--- config.mk ---
export PLATFORM = sky130hd
export DESIGN_NAME = ddo_out_port
export DESIGN_NICKNAME = d
export VERILOG_FILES = /design/src/rtl/ddo_pkg.sv /design/src/rtl/ddo_chain_rx.sv /design/src/rtl/ddo_out_port.sv
export VERILOG_INCLUDE_DIRS = /design/src /design/src/rtl
export SDC_FILE = /design/constraint.sdc
export NUM_CORES = 1
export LEC_CHECK = 0
export ABC_AREA = 1
export BUFFER_PORTS_ARGS = -buffer_cell sky130_fd_sc_hd__buf_2
export CORE_ASPECT_RATIO = 1.2
export CORE_MARGIN = 3
export CORE_UTILIZATION = 45
export CTS_CLUSTER_DIAMETER = 100
export DETAILED_ROUTE_END_ITERATION = 16
export PLACE_DENSITY = 0.73
export SETUP_SLACK_MARGIN = 0.3
export SKIP_CTS_REPAIR_TIMING = 1
export SLEW_MARGIN = 20
export SYNTH_ARGS = -nofsm -noshare
export SYNTH_HDL_FRONTEND = slang
export SYNTH_SLANG_ARGS = --single-unit
--- constraint.sdc ---
create_clock -name clk -period 6.6 [get_ports clk]
set_clock_uncertainty 0.1 [all_clocks]
set_input_delay 1.32 -clock clk [delete_from_list [all_inputs] [get_ports clk]]
set_output_delay 1.32 -clock clk [all_outputs]
set_load 0.02 [all_outputs]
--- src/rtl/ddo_defs.svh ---
// Constants for the sample output port: register map, field positions,
// reset values and counts. Included by every design file of the block.
`ifndef DDO_DEFS_SVH
`define DDO_DEFS_SVH
`define DDO_OFF_CTRL  5'h00
`define DDO_OFF_DIV   5'h04
`define DDO_OFF_STAT  5'h08
`define DDO_OFF_MASK  5'h0c
`define DDO_OFF_INFO  5'h10
`define DDO_CTRL_W    15
`define DDO_CTRL_RST  15'h0000
`define DDO_DIV_RST   8'h04
`define DDO_C_SOE     0
`define DDO_C_SCKP    1
`define DDO_C_FSP     2
`define DDO_C_RDYP    3
`define DDO_C_PACK    4
`define DDO_C_DBG     5
`define DDO_C_CM      6
`define DDO_C_SLVP    7
`define DDO_C_RATE    11:8
`define DDO_C_CSEL    14:12
`define DDO_EV_W      4
`define DDO_S_OSP     0
`define DDO_S_OVR     1
`define DDO_S_FLUSH   2
`define DDO_S_CHAIN   3
`define DDO_SER_BITS  6'd32
`define DDO_HALF_BITS 6'd16
`define DDO_RX_BITS   5'd16
`define DDO_W_AI      3'd0
`define DDO_W_AQ      3'd1
`define DDO_W_BI      3'd2
`define DDO_W_BQ      3'd3
`define DDO_W_SA      3'd4
`define DDO_W_SB      3'd5
`endif

--- src/rtl/ddo_pkg.sv ---
// Types for the sample output port: serializer states and module state.
// Assumes ddo_defs.svh is on the include path.
`include "ddo_defs.svh"
package ddo_pkg;
  typedef enum logic {DDO_IDLE, DDO_SHIFT} ddo_ser_e;

  typedef struct packed {
    logic c1, c2, c3;
    logic [2:0] p1, p2;
    logic [15:0] sh_a, sh_b;
    logic [4:0] cnt;
    logic [15:0] word_a, word_b;
    logic done;
  } ddo_rx_s;

  typedef struct packed {
    logic [`DDO_CTRL_W-1:0] ctrl;
    logic [7:0] div;
    logic [`DDO_EV_W-1:0] stat, mask;
    logic ack;
    logic [31:0] rdata;
    logic sync1, sync2, pen1, pen2;
    logic [2:0] sel1, sel2;
    logic [7:0][15:0] words;
    ddo_ser_e st;
    logic [31:0] sh_a, sh_b;
    logic [5:0] bitcnt;
    logic [7:0] divcnt;
    logic sck_int, out_a, out_b, fs;
    logic [3:0] dbgcnt;
    logic dbgclk;
    logic pin_a, pin_b, pin_fs, pin_ck, pin_rdy, pout_oe, dp_sync;
    logic [15:0] pout;
  } ddo_main_s;
endpackage : ddo_pkg

--- src/rtl/ddo_chain_rx.sv ---
// Daisy-chain receiver: captures slave serial words from pins.
// Assumes chain clock and slave pins are asynchronous to clk.
`timescale 1ns/1ps
`default_nettype none
`include "ddo_defs.svh"
module ddo_chain_rx (
  input  wire logic        clk,
  input  wire logic        reset_n,
  input  wire logic        chain_enable,
  input  wire logic        slave_edge_pol,
  input  wire logic        chain_clk_in,
  input  wire logic [2:0]  slave_pins,
  output logic      [15:0] word_a,
  output logic      [15:0] word_b,
  output logic             word_done
);
  import ddo_pkg::*;

  ddo_rx_s   r_q;
  ddo_rx_s   r_d;
  logic      cap;
  logic [15:0] na;
  logic [15:0] nb;
  logic [4:0]  nc;

  always_comb
  begin
    r_d = r_q;
    na  = r_q.sh_a;
    nb  = r_q.sh_b;
    nc  = r_q.cnt;
    // Data pins take two flops, one fewer than the clock pin, so bits line up with the edge seen at c2
    r_d.c1 = chain_clk_in;
    r_d.c2 = r_q.c1;
    r_d.c3 = r_q.c2;
    r_d.p1 = slave_pins;
    r_d.p2 = r_q.p1;
    r_d.done = 1'b0;
    cap = chain_enable & (slave_edge_pol ? (~r_q.c3 & r_q.c2)
                                         : (r_q.c3 & ~r_q.c2));
    if (cap)
    begin
      // Pin 2 frame, pin 1 channel B, pin 0 channel A
      if (r_q.p2[2])
      begin
        na = {15'h0000, r_q.p2[0]};
        nb = {15'h0000, r_q.p2[1]};
        nc = 5'd1;
      end
      else
      begin
        na = {r_q.sh_a[14:0], r_q.p2[0]};
        nb = {r_q.sh_b[14:0], r_q.p2[1]};
        nc = r_q.cnt + 5'd1;
      end
      if (nc == `DDO_RX_BITS)
      begin
        r_d.word_a = na;
        r_d.word_b = nb;
        r_d.done   = 1'b1;
        nc         = 5'd0;
      end
      r_d.sh_a = na;
      r_d.sh_b = nb;
      r_d.cnt  = nc;
    end
  end

  always_ff @(posedge clk)
  begin
    if (!reset_n)
      r_q <= '0;
    else
      r_q <= r_d;
  end

  assign word_a    = r_q.word_a;
  assign word_b    = r_q.word_b;
  assign word_done = r_q.done;

  rx_count_hold_a: assert property (@(posedge clk) disable iff (!reset_n)
    !cap |=> $stable(r_q.cnt))
    else $error("chain bit count moved without a capture edge");
endmodule : ddo_chain_rx
`default_nettype wire

--- src/rtl/ddo_out_port.sv ---
// Output port of a two-channel downconverter: serial, parallel, ready.
// Assumes one clk; samples and debug tap come from logic on clk.
//
// Register access over Avalon-MM and the register addresses were decided locally.
`timescale 1ns/1ps
`default_nettype none
`include "ddo_defs.svh"
module ddo_out_port (
  input  wire logic        clk,
  input  wire logic        reset_n,
  input  wire logic [4:0]  av_address,
  input  wire logic        av_read,
  input  wire logic        av_write,
  input  wire logic [31:0] av_writedata,
  output logic      [31:0] av_readdata,
  output logic             av_waitrequest,
  input  wire logic        sample_strobe,
  input  wire logic [15:0] sample_a_i,
  input  wire logic [15:0] sample_a_q,
  input  wire logic [15:0] sample_b_i,
  input  wire logic [15:0] sample_b_q,
  input  wire logic [19:0] debug_tap,
  input  wire logic        sync_n,
  input  wire logic        parallel_drive_enable_n,
  input  wire logic [2:0]  word_select,
  input  wire logic        chain_clk_in,
  output logic             serial_out_a,
  output logic             serial_out_a_oe,
  output logic             serial_out_b,
  output logic             serial_out_b_oe,
  output logic             serial_clk,
  output logic             serial_clk_oe,
  output logic             word_frame_strobe,
  output logic             word_frame_strobe_oe,
  output logic             ready_flag,
  output logic      [15:0] parallel_word_out,
  output logic             parallel_word_out_oe,
  output logic             datapath_sync,
  output logic             irq
);
  import ddo_pkg::*;

  ddo_main_s               q;
  ddo_main_s               n;
  logic                    wr;
  logic                    sync_act;
  logic                    osp_ok;
  logic                    launch;
  logic [7:0]              lim;
  logic [2:0]              psel;
  logic [`DDO_EV_W-1:0]    clr;
  logic [`DDO_EV_W-1:0]    ev;
  logic [15:0]             rx_a;
  logic [15:0]             rx_b;
  logic                    rx_done;

  function automatic logic [31:0] ddo_rd_mux(input logic [4:0] a, input ddo_main_s s);
    logic [31:0] v;
    v = 32'h0000_0000;
    if (a == `DDO_OFF_CTRL)
      v[`DDO_CTRL_W-1:0] = s.ctrl;
    else if (a == `DDO_OFF_DIV)
      v[7:0] = s.div;
    else if (a == `DDO_OFF_STAT)
      v[`DDO_EV_W-1:0] = s.stat;
    else if (a == `DDO_OFF_MASK)
      v[`DDO_EV_W-1:0] = s.mask;
    else if (a == `DDO_OFF_INFO)
      v[9:0] = {s.pen2, ~s.sync2, s.st == DDO_SHIFT, 1'b0, s.bitcnt};
    return v;
  endfunction : ddo_rd_mux

  // Slave pins arrive on word_select while this part is chain master
  ddo_chain_rx u_chain (
    .clk            (clk),
    .reset_n        (reset_n),
    .chain_enable   (q.ctrl[`DDO_C_CM]),
    .slave_edge_pol (q.ctrl[`DDO_C_SLVP]),
    .chain_clk_in   (chain_clk_in),
    .slave_pins     (word_select),
    .word_a         (rx_a),
    .word_b         (rx_b),
    .word_done      (rx_done)
  );

  always_comb
  begin
    n        = q;
    clr      = '0;
    launch   = 1'b0;
    wr       = av_write & q.ack;
    // One wait cycle on every access; reads are latched in the first
    n.ack    = (av_read | av_write) & ~q.ack;
    if (av_read & ~q.ack)
      n.rdata = ddo_rd_mux(av_address, q);
    if (wr)
    begin
      if (av_address == `DDO_OFF_CTRL)
        n.ctrl = av_writedata[`DDO_CTRL_W-1:0];
      else if (av_address == `DDO_OFF_DIV)
        n.div = av_writedata[7:0];
      else if (av_address == `DDO_OFF_STAT)
        clr = av_writedata[`DDO_EV_W-1:0];
      else if (av_address == `DDO_OFF_MASK)
        n.mask = av_writedata[`DDO_EV_W-1:0];
    end
    n.sync1  = sync_n;
    n.sync2  = q.sync1;
    n.pen1   = parallel_drive_enable_n;
    n.pen2   = q.pen1;
    n.sel1   = word_select;
    n.sel2   = q.sel1;
    sync_act = ~q.sync2;
    osp_ok   = sample_strobe & ~sync_act;
    lim      = (q.div == 8'h00) ? 8'h00 : q.div - 8'h01;
    n.dp_sync = sync_act;
    if (sync_act)
    begin
      // Flush serializer state, shift registers and held words; the serial stream restarts on a new sample
      n.st      = DDO_IDLE;
      n.sck_int = 1'b0;
      n.bitcnt  = 6'd0;
      n.fs      = 1'b0;
      n.sh_a    = 32'h0000_0000;
      n.sh_b    = 32'h0000_0000;
      for (int i = 0; i <= 5; i++)
        n.words[i] = 16'h0000;
    end
    else
    begin
      if (sample_strobe)
      begin
        n.words[`DDO_W_AI] = sample_a_i;
        n.words[`DDO_W_AQ] = sample_a_q;
        n.words[`DDO_W_BI] = sample_b_i;
        n.words[`DDO_W_BQ] = sample_b_q;
      end
      case (q.st)
        DDO_IDLE:
        begin
          if (sample_strobe)
          begin
            n.sh_a    = {sample_a_i, sample_a_q};
            n.sh_b    = {sample_b_i, sample_b_q};
            n.st      = DDO_SHIFT;
            n.sck_int = 1'b0;
            n.divcnt  = 8'h00;
            n.bitcnt  = 6'd0;
          end
        end
        DDO_SHIFT:
        begin
          if (q.divcnt == lim)
          begin
            n.divcnt  = 8'h00;
            n.sck_int = ~q.sck_int;
            launch    = ~q.sck_int;
          end
          else
            n.divcnt = q.divcnt + 8'h01;
        end
        default: n.st = DDO_IDLE;
      endcase
      if (launch)
      begin
        if (q.bitcnt == `DDO_SER_BITS)
        begin
          n.st      = DDO_IDLE;
          n.sck_int = 1'b0;
          n.fs      = 1'b0;
        end
        else
        begin
          n.out_a  = q.sh_a[31];
          n.out_b  = q.sh_b[31];
          n.sh_a   = {q.sh_a[30:0], 1'b0};
          n.sh_b   = {q.sh_b[30:0], 1'b0};
          n.fs     = (q.bitcnt == 6'd0) | (~q.ctrl[`DDO_C_PACK] &
                     (q.bitcnt == `DDO_HALF_BITS));
          n.bitcnt = q.bitcnt + 6'd1;
        end
      end
      if (rx_done)
      begin
        n.words[`DDO_W_SA] = rx_a;
        n.words[`DDO_W_SB] = rx_b;
      end
    end
    // Debug clock: rate 0 toggles every cycle, the fastest the pin can follow
    if (q.dbgcnt >= q.ctrl[`DDO_C_RATE])
    begin
      n.dbgcnt = 4'h0;
      n.dbgclk = ~q.dbgclk;
    end
    else
      n.dbgcnt = q.dbgcnt + 4'h1;
    ev = '0;
    ev[`DDO_S_OSP]   = osp_ok;
    ev[`DDO_S_OVR]   = osp_ok & (q.st == DDO_SHIFT);
    ev[`DDO_S_FLUSH] = sync_act;
    ev[`DDO_S_CHAIN] = rx_done;
    // Set wins over a clear in the same cycle
    n.stat = (q.stat & ~clr) | ev;
    psel = n.ctrl[`DDO_C_CM] ? n.ctrl[`DDO_C_CSEL] : q.sel2;
    if (n.ctrl[`DDO_C_DBG])
    begin
      n.pin_a   = debug_tap[1];
      n.pin_b   = debug_tap[0];
      n.pin_fs  = debug_tap[2];
      n.pin_rdy = debug_tap[3];
      n.pout    = debug_tap[19:4];
      n.pin_ck  = n.dbgclk;
      n.pout_oe = 1'b1;
    end
    else
    begin
      n.pin_a   = n.out_a;
      n.pin_b   = n.out_b;
      n.pin_fs  = n.fs ^ n.ctrl[`DDO_C_FSP];
      n.pin_rdy = osp_ok ^ n.ctrl[`DDO_C_RDYP];
      n.pout    = n.words[psel];
      n.pin_ck  = n.sck_int ^ n.ctrl[`DDO_C_SCKP];
      n.pout_oe = ~q.pen2;
    end
  end

  always_ff @(posedge clk)
  begin
    if (!reset_n)
    begin
      q       <= '0;
      q.ctrl  <= `DDO_CTRL_RST;
      q.div   <= `DDO_DIV_RST;
      q.sync1 <= 1'b1;
      q.sync2 <= 1'b1;
      q.pen1  <= 1'b1;
      q.pen2  <= 1'b1;
    end
    else
      q <= n;
  end

  assign av_readdata          = q.rdata;
  assign av_waitrequest       = (av_read | av_write) & ~q.ack;
  assign serial_out_a         = q.pin_a;
  assign serial_out_b         = q.pin_b;
  assign serial_clk           = q.pin_ck;
  assign word_frame_strobe    = q.pin_fs;
  // Released only by software so a shared line is never fought at power up
  assign serial_out_a_oe      = q.ctrl[`DDO_C_SOE];
  assign serial_out_b_oe      = q.ctrl[`DDO_C_SOE];
  assign serial_clk_oe        = q.ctrl[`DDO_C_SOE];
  assign word_frame_strobe_oe = q.ctrl[`DDO_C_SOE];
  assign ready_flag           = q.pin_rdy;
  assign parallel_word_out    = q.pout;
  assign parallel_word_out_oe = q.pout_oe;
  assign datapath_sync        = q.dp_sync;
  assign irq                  = |(q.stat & q.mask);

  msb_first_a: assert property (@(posedge clk) disable iff (!reset_n)
    launch && q.bitcnt < `DDO_SER_BITS |=> q.ctrl[`DDO_C_DBG] || serial_out_a == $past(q.sh_a[31]))
    else $error("serial bit is not the word msb");
  launch_edge_a: assert property (@(posedge clk) disable iff (!reset_n)
    $changed(serial_out_a) && !q.ctrl[`DDO_C_DBG] && $past(!q.ctrl[`DDO_C_DBG])
      && $stable(q.ctrl[`DDO_C_SCKP])
      |-> $changed(serial_clk) && serial_clk == !q.ctrl[`DDO_C_SCKP])
    else $error("serial data changed off the launch edge");
  serial_release_a: assert property (@(posedge clk) disable iff (!reset_n)
    wr && av_address == `DDO_OFF_CTRL && !av_writedata[`DDO_C_SOE]
      |=> !serial_clk_oe && !serial_out_a_oe && !word_frame_strobe_oe)
    else $error("serial pins driven while disabled");
  frame_start_a: assert property (@(posedge clk) disable iff (!reset_n)
    launch && q.bitcnt == 6'd0 |=> q.ctrl[`DDO_C_DBG] || word_frame_strobe == !q.ctrl[`DDO_C_FSP])
    else $error("frame strobe missing at word start");
  packed_mid_a: assert property (@(posedge clk) disable iff (!reset_n)
    launch && q.bitcnt == `DDO_HALF_BITS && q.ctrl[`DDO_C_PACK]
      |=> q.ctrl[`DDO_C_DBG] || word_frame_strobe == q.ctrl[`DDO_C_FSP])
    else $error("frame strobe inside packed pair");
  debug_route_a: assert property (@(posedge clk) disable iff (!reset_n)
    q.ctrl[`DDO_C_DBG] |-> serial_out_a == $past(debug_tap[1])
      && serial_out_b == $past(debug_tap[0]) && word_frame_strobe == $past(debug_tap[2])
      && ready_flag == $past(debug_tap[3]) && parallel_word_out == $past(debug_tap[19:4]))
    else $error("debug tap routed wrongly");
  debug_clock_a: assert property (@(posedge clk) disable iff (!reset_n)
    q.ctrl[`DDO_C_DBG] && $past(q.ctrl[`DDO_C_DBG]) && q.ctrl[`DDO_C_RATE] == 4'h0
      && $past(q.ctrl[`DDO_C_RATE]) == 4'h0 |-> serial_clk != $past(serial_clk))
    else $error("debug clock does not follow input clock");
  word_pick_a: assert property (@(posedge clk) disable iff (!reset_n)
    !q.ctrl[`DDO_C_DBG] && !q.ctrl[`DDO_C_CM] |-> parallel_word_out == q.words[$past(q.sel2)])
    else $error("parallel word does not match select");
  par_enable_a: assert property (@(posedge clk) disable iff (!reset_n)
    !q.ctrl[`DDO_C_DBG] |-> parallel_word_out_oe == !$past(q.pen2))
    else $error("parallel drive ignores enable");
  ready_mark_a: assert property (@(posedge clk) disable iff (!reset_n)
    osp_ok |=> q.ctrl[`DDO_C_DBG] || ready_flag == !q.ctrl[`DDO_C_RDYP])
    else $error("ready flag missed a sample period");
  sync_flush_a: assert property (@(posedge clk) disable iff (!reset_n)
    sync_act |=> q.st == DDO_IDLE && q.words[`DDO_W_AI] == 16'h0000 && datapath_sync)
    else $error("sync did not flush the datapath");
  reset_ctrl_a: assert property (@(posedge clk)
    !reset_n |=> q.ctrl == `DDO_CTRL_RST && q.div == `DDO_DIV_RST && q.mask == '0)
    else $error("control registers not at reset value");
endmodule : ddo_out_port
`default_nettype wire

---- Word level (Yosys, flattened, before mapping) ----
Cells that the tools add are included.
storage, ports and cells
  register bits after elaboration ......... 335
  word-level logic and storage cells ...... 159
  output and inout bits ................... 61
  input port bits ......................... 132
cells by class
  bitwise logic cells ..................... 31
  $lt $le $gt $ge ......................... 2
  add/subtract/negate cells ............... 5
  eq/ne operators ......................... 9
  reductions and logical operators ........ 12
  muxes and demuxes ....................... 53
operators with widths
  operator               count
  $mux W167              1
  $mux W80               2
  $mux W71               2
  $mux W70               1
  $mux W16               4
  $mux W64               1
  $bmux W16 S3           1
  $mux W8                5
  $mux W32               1
  $mux W4                7
  $mux W23               1
  $mux W10               2
  $mux W5                4
  $mux W6                3
  $pmux W9 S2            1
  $mux W15               1
  $not A1 Y1             13
  $mux W1                12
  $eq A5 B4 Y1 const B   2
  $eq A5 B5 Y1 const B   2
  $reduce_and A2 Y1      5
  $and A1 B1 Y1          9
  $add A8 B1 Y8 const B  1
  $and A4 B4 Y4          2
  24 further kinds       29

---- Logic depth before layout (Yosys ltp) ----
  word-level depth ........................ 11
  mapped depth ............................ 22

---- Hierarchy ----
From an unflattened synthesis, not the netlist that was laid out.
second synthesis, totals
  cells, all modules ...................... 2103
  area total of the unflattened synthesis .. 15449.8 um^2
modules (own cells, without submodules)
  module        sequential area each (um^2)  area an instance (um^2)  cells an instance  times used
  ddo_out_port  5285.1                       12177.9                  1673               1
  ddo_chain_rx  1541.5                       3271.9                   430                1

---- Worst setup path after synthesis ----
Ideal clock, no wire load.
  path type ............................... input to output
  from .................................... input av_write
  to ...................................... output av_waitrequest
  buffers on the path ..................... 0
  stages on the path ...................... 2
  arrival ................................. 1.636 ns
  setup slack ............................. 3.544 ns
  cells stage by stage .................... nor2_1 > nor2_1
between the ends
  longest elaborated chain between the ends .. 2
RTL lines
  item                RTL line             source
  start: declaration  ddo_out_port.sv:13   input wire logic av_write,
  $or A1 B1 Y1        ddo_out_port.sv:244  assign av_waitrequest = (av_read | av_write) & ~q.ack;
  $and A1 B1 Y1       ddo_out_port.sv:244
  end: declaration    ddo_out_port.sv:16   output logic av_waitrequest,
Every way passes these cells.

---- Worst setup path after layout ----
  from .................................... register q[290] (netlist bit)
  to ...................................... register q[102] (netlist bit)
between the ends
  longest elaborated chain between the ends .. 7
RTL lines
  item                                                      RTL line             source
  start: declaration                                        ddo_out_port.sv:43   ddo_main_s q;
  start signal: assignment                                  ddo_out_port.sv:240  q <= n;
  $sub A8 B1 Y8 / $logic_not A8 Y1 (equally long branches)  ddo_out_port.sv:115  lim = (q.div == 8'h00) ? 8'h00 : q.div - 8'h01;
  $mux W8 *                                                 ddo_out_port.sv:115
  $eq A8 B8 Y1 *                                            ddo_out_port.sv:153  if (q.divcnt == lim)
  $mux W1 *                                                 ddo_out_port.sv:153
  $mux W1 *                                                 ddo_out_port.sv:138  case (q.st)
  $mux W1 *                                                 ddo_out_port.sv:117  if (sync_act)
  $mux W71 *                                                ddo_out_port.sv:164  if (launch)
Every way passes the cells marked *; elsewhere a longest branch is shown, timed or not. The select of a mux whose other input is x is not followed.
A chain may end at the register's enable or synchronous reset.

==> results.cfg <==
[floorplanning]
pin_count = 193
fp.coreArea_sq_mm = 0.0324
rows = 72
design.die.area_sq_mm = 0.0354
die_w_microns = 172
start_util_pct = 46.0
fp.dieH_microns = 205

[grt]
grt.met2_usage_pct = 37.9
gr-max-usage-layer = met2
grt_pass1_wl_microns = 63600
grt_pass1_vias = 12600
use_met3_pct = 2.69
grtUsageTotal_pct = 21.9
grt_use_met1_pct = 27.8
grt_max_degree = 95
grt_overflow = 0
antenna_found_initial = 3

[synth]
synth_area_sq_mm = 0.0149
avgSynthCellArea_sq_um = 7.54
synthSimpleGateAreaFrac_pct = 24.6
async_flop_share_pct = 0
synth_xor_area_share_pct = 0.764
synth_seq_cells = 335
synth_edf_count = 0
synth_top_area_cell = dfxtp_1
ys_seq_area_share_pct = 45.0
netlist_top_cells_count = nand2_1, dfxtp_1, nor2_1
yosys.area_share.adder_pct = 0.923
synth_area_leaders = dfxtp_1, nand2_1, nand3_1, nor2_1, a21oi_1
synth-compound-area-share_pct = 14.2
ys.flop_type = dfxtp_1
ys_types = 50
syn_inst = 1978
synth_top_family_by_area = simple AND/OR/NAND/NOR gates
yosysWarnings = 0
synth_top_area_share_pct = 45.0
synthMuxAreaShare_pct = 5.33
synthMostInstantiatedCell = nand2_1

[pwr]
seqPwrFrac_pct = 49.5
p_int_mw = 3.21
p_leak_nw = 7.15
p_sw_share_pct = 24.8
p_comb_share_pct = 8.9
clockPowerShare_pct = 41.6
power.switching_mw = 1.06
p_per_area_mw_per_mm2 = 259
peakVddDrop_mv = 0.218

[sta]
max_slew_margin_pct = 33.7
tightestPinTransition_ns = 0.993
setup_viol = 0
setup_tns_ns = 0
slew_viol_final = 0
fin_crit_ns = 4.25
hold_viol_final = 0
fmax_mhz = 235
rsz0062_at_grt = no
finalCritPeriodShare_pct = 64.4

[setup_path]
crit_path_cell_trace = inv_1, ha_1, nand2_1, nor2_1, nand3_1, nand2_1, xor2_1, nor2_1, nand3_1, inv_1, ha_1, nand2_1, nor2_1, buf_4, inv_2, buf_4, nor2_1, a311oi_1
endpoint_kind = flop
slowest_stage = inv_2
critPathTopFamily = buffers and inverters
cpPeakStageDelay_ns = 0.63
rr_startpoint = q[290]
worst_setup_path_start_kind = flop
required_ns = 6.98
critical_path_class = reg2reg
cp_common_cell = nor2_1
cp-startpoint = q[290]
critPathArrivalTime_ns = 4.63
cp.buffers_inverters = 5
worst-path-max-fanout = 53

[clock_network]
cts_htree_levels = 1
cts_tree = yes
clkTransAtPathRegs_ns = 0.07
numCtsBuffers = 31
clockBufferDepth = 3
worstSkewPairLatency_ns = 0.58
cts_root_buffer = clkbuf_16
cts_sinks = 335

[routing]
drt_iter0_drc = 1065
dr.pass1.iters = 5
post_drt_wl_per_cell_microns = 16.3
viasPerCell = 5.47
final_antenna_net_count = 0
num_vias = 13500
drc = 0
drt-total-wl_microns = 40100

[place]
place_congestion = 0.901
io_buffers = 158
placed_area_sq_mm = 0.0155
dp_hpwl_microns = 26500

[layout]
area_delta_synth_final_pct = 10.7
drive_gt1_share_pct = 13.3
nets = 2172
stdcell_area_sq_mm = 0.0165

[status]
run_status = complete, no violations

[hold_path]
min_from = n[245]
hold_class = reg2reg

[run]
drv_cap = 0
-- cells in the final DEF, fill, tap and decap left out, types with 4 or more instances in the layout --
cell type / n
buf_4: 19
clkinv_1: 4
a21oi_2: 9
clkbuf_1: 5
nand2_2: 10
a21oi_1: 163
ha_1: 11
nor4_1: 4
a211oi_1: 5
inv_1: 111
conb_1: 17
or2_2: 4
nor2_1: 243
dfxtp_1: 335
mux2i_1: 76
nand3b_1: 4
nand3_1: 187
nor3_1: 12
clkbuf_8: 5
clkinv_2: 10
nand2_4: 4
o21ai_0: 160
clkbuf_16: 31
xor2_1: 10
a31oi_1: 26
buf_2: 157
nand2_1: 366
nand4_1: 12
a311oi_1: 10
-- power by group through the flow --
stage	logic [mW]	clock network [mW]	registers, mW
3_3_place_gp	0.370	0	2.16
3_5_place_dp	0.376	0	2.16
2_1_floorplan	0.280	0	2.15
4_1_cts	0.378	1.80	2.12
5_1_grt	0.421	1.88	2.12
6_report	0.381	1.78	2.12
-- metrics by stage --
stage | util, % | hold slack (ns) | setup slack [ns] | power, mW | cells
after floorplan | - | 0.290 | 3.54 | 2.43 | 1994
after global placement | 47.8 | 0.297 | 2.20 | 2.53 | 2403
after detailed placement | 47.8 | 0.302 | 2.16 | 2.54 | 2403
after CTS | 50.9 | 0.314 | 2.45 | 4.30 | 2458
after global routing | 50.9 | 0.318 | 1.96 | 4.42 | 2460
final | 50.9 | 0.312 | 2.35 | 4.28 | 2460
-- state kept, by name (all words and copies together), names as in the netlist --
| name | cells |
|---|---|
| n | 2 |
| parallel_word_out | 16 |
| word_frame_strobe | 1 |
| serial_out_a | 1 |
| serial_clk | 1 |
| u_chain.word_b | 16 |
| serial_clk_oe | 1 |
| serial_out_b | 1 |
| u_chain.word_done | 1 |
| q | 217 |
| u_chain.r_d | 5 |
| u_chain.r_q | 39 |
| datapath_sync | 1 |
| av_readdata | 15 |
| parallel_word_out_oe | 1 |
| ready_flag | 1 |
| u_chain.word_a | 16 |
-- final timing paths --
| path | end | slack (ns) | cells past startpoint |
|---|---|---|---|
| min | q[245] | 0.31 | 1 |
| min reg2reg | q[245] | 0.31 | 1 |
| max reg2reg | q[102] | 2.35 | 18 |
| max | q[102] | 2.35 | 18 |
-- cells by family (layout without fill, tap and decap cells) --
group                    after synthesis  in the layout
AND/OR/NAND/NOR                      858            858
AO/OA/AOI/OAI                        388            388
flip-flops                           335            335
buffers and inverters                293            350
multiplexers                          79             79
XOR/XNOR                              13             13
adder cells (fa/ha/maj)               11             11
other                                  1             19
-- final cells by class --
cell class              instances  area, sq um
well taps                     407          509
flip-flops and latches        335         6710
diodes                          2         5.00
repair buffers                176          928
clock inverters                14          141
clock buffers                  41          863
multi-input cells            1366         6900
inverters                     119          450
fillers                      3048        15900
-- layer usage --
| layer | wire, microns | vias up |
|---|---|---|
| li1 | - | 6588 |
| met1 | 16800 | 6366 |
| met2 | 19500 | 414 |
| met3 | 2360 | 96 |
| met4 | 1470 | 2 |
| met5 | 13 | - |
Power figures use the tool's default switching activity.
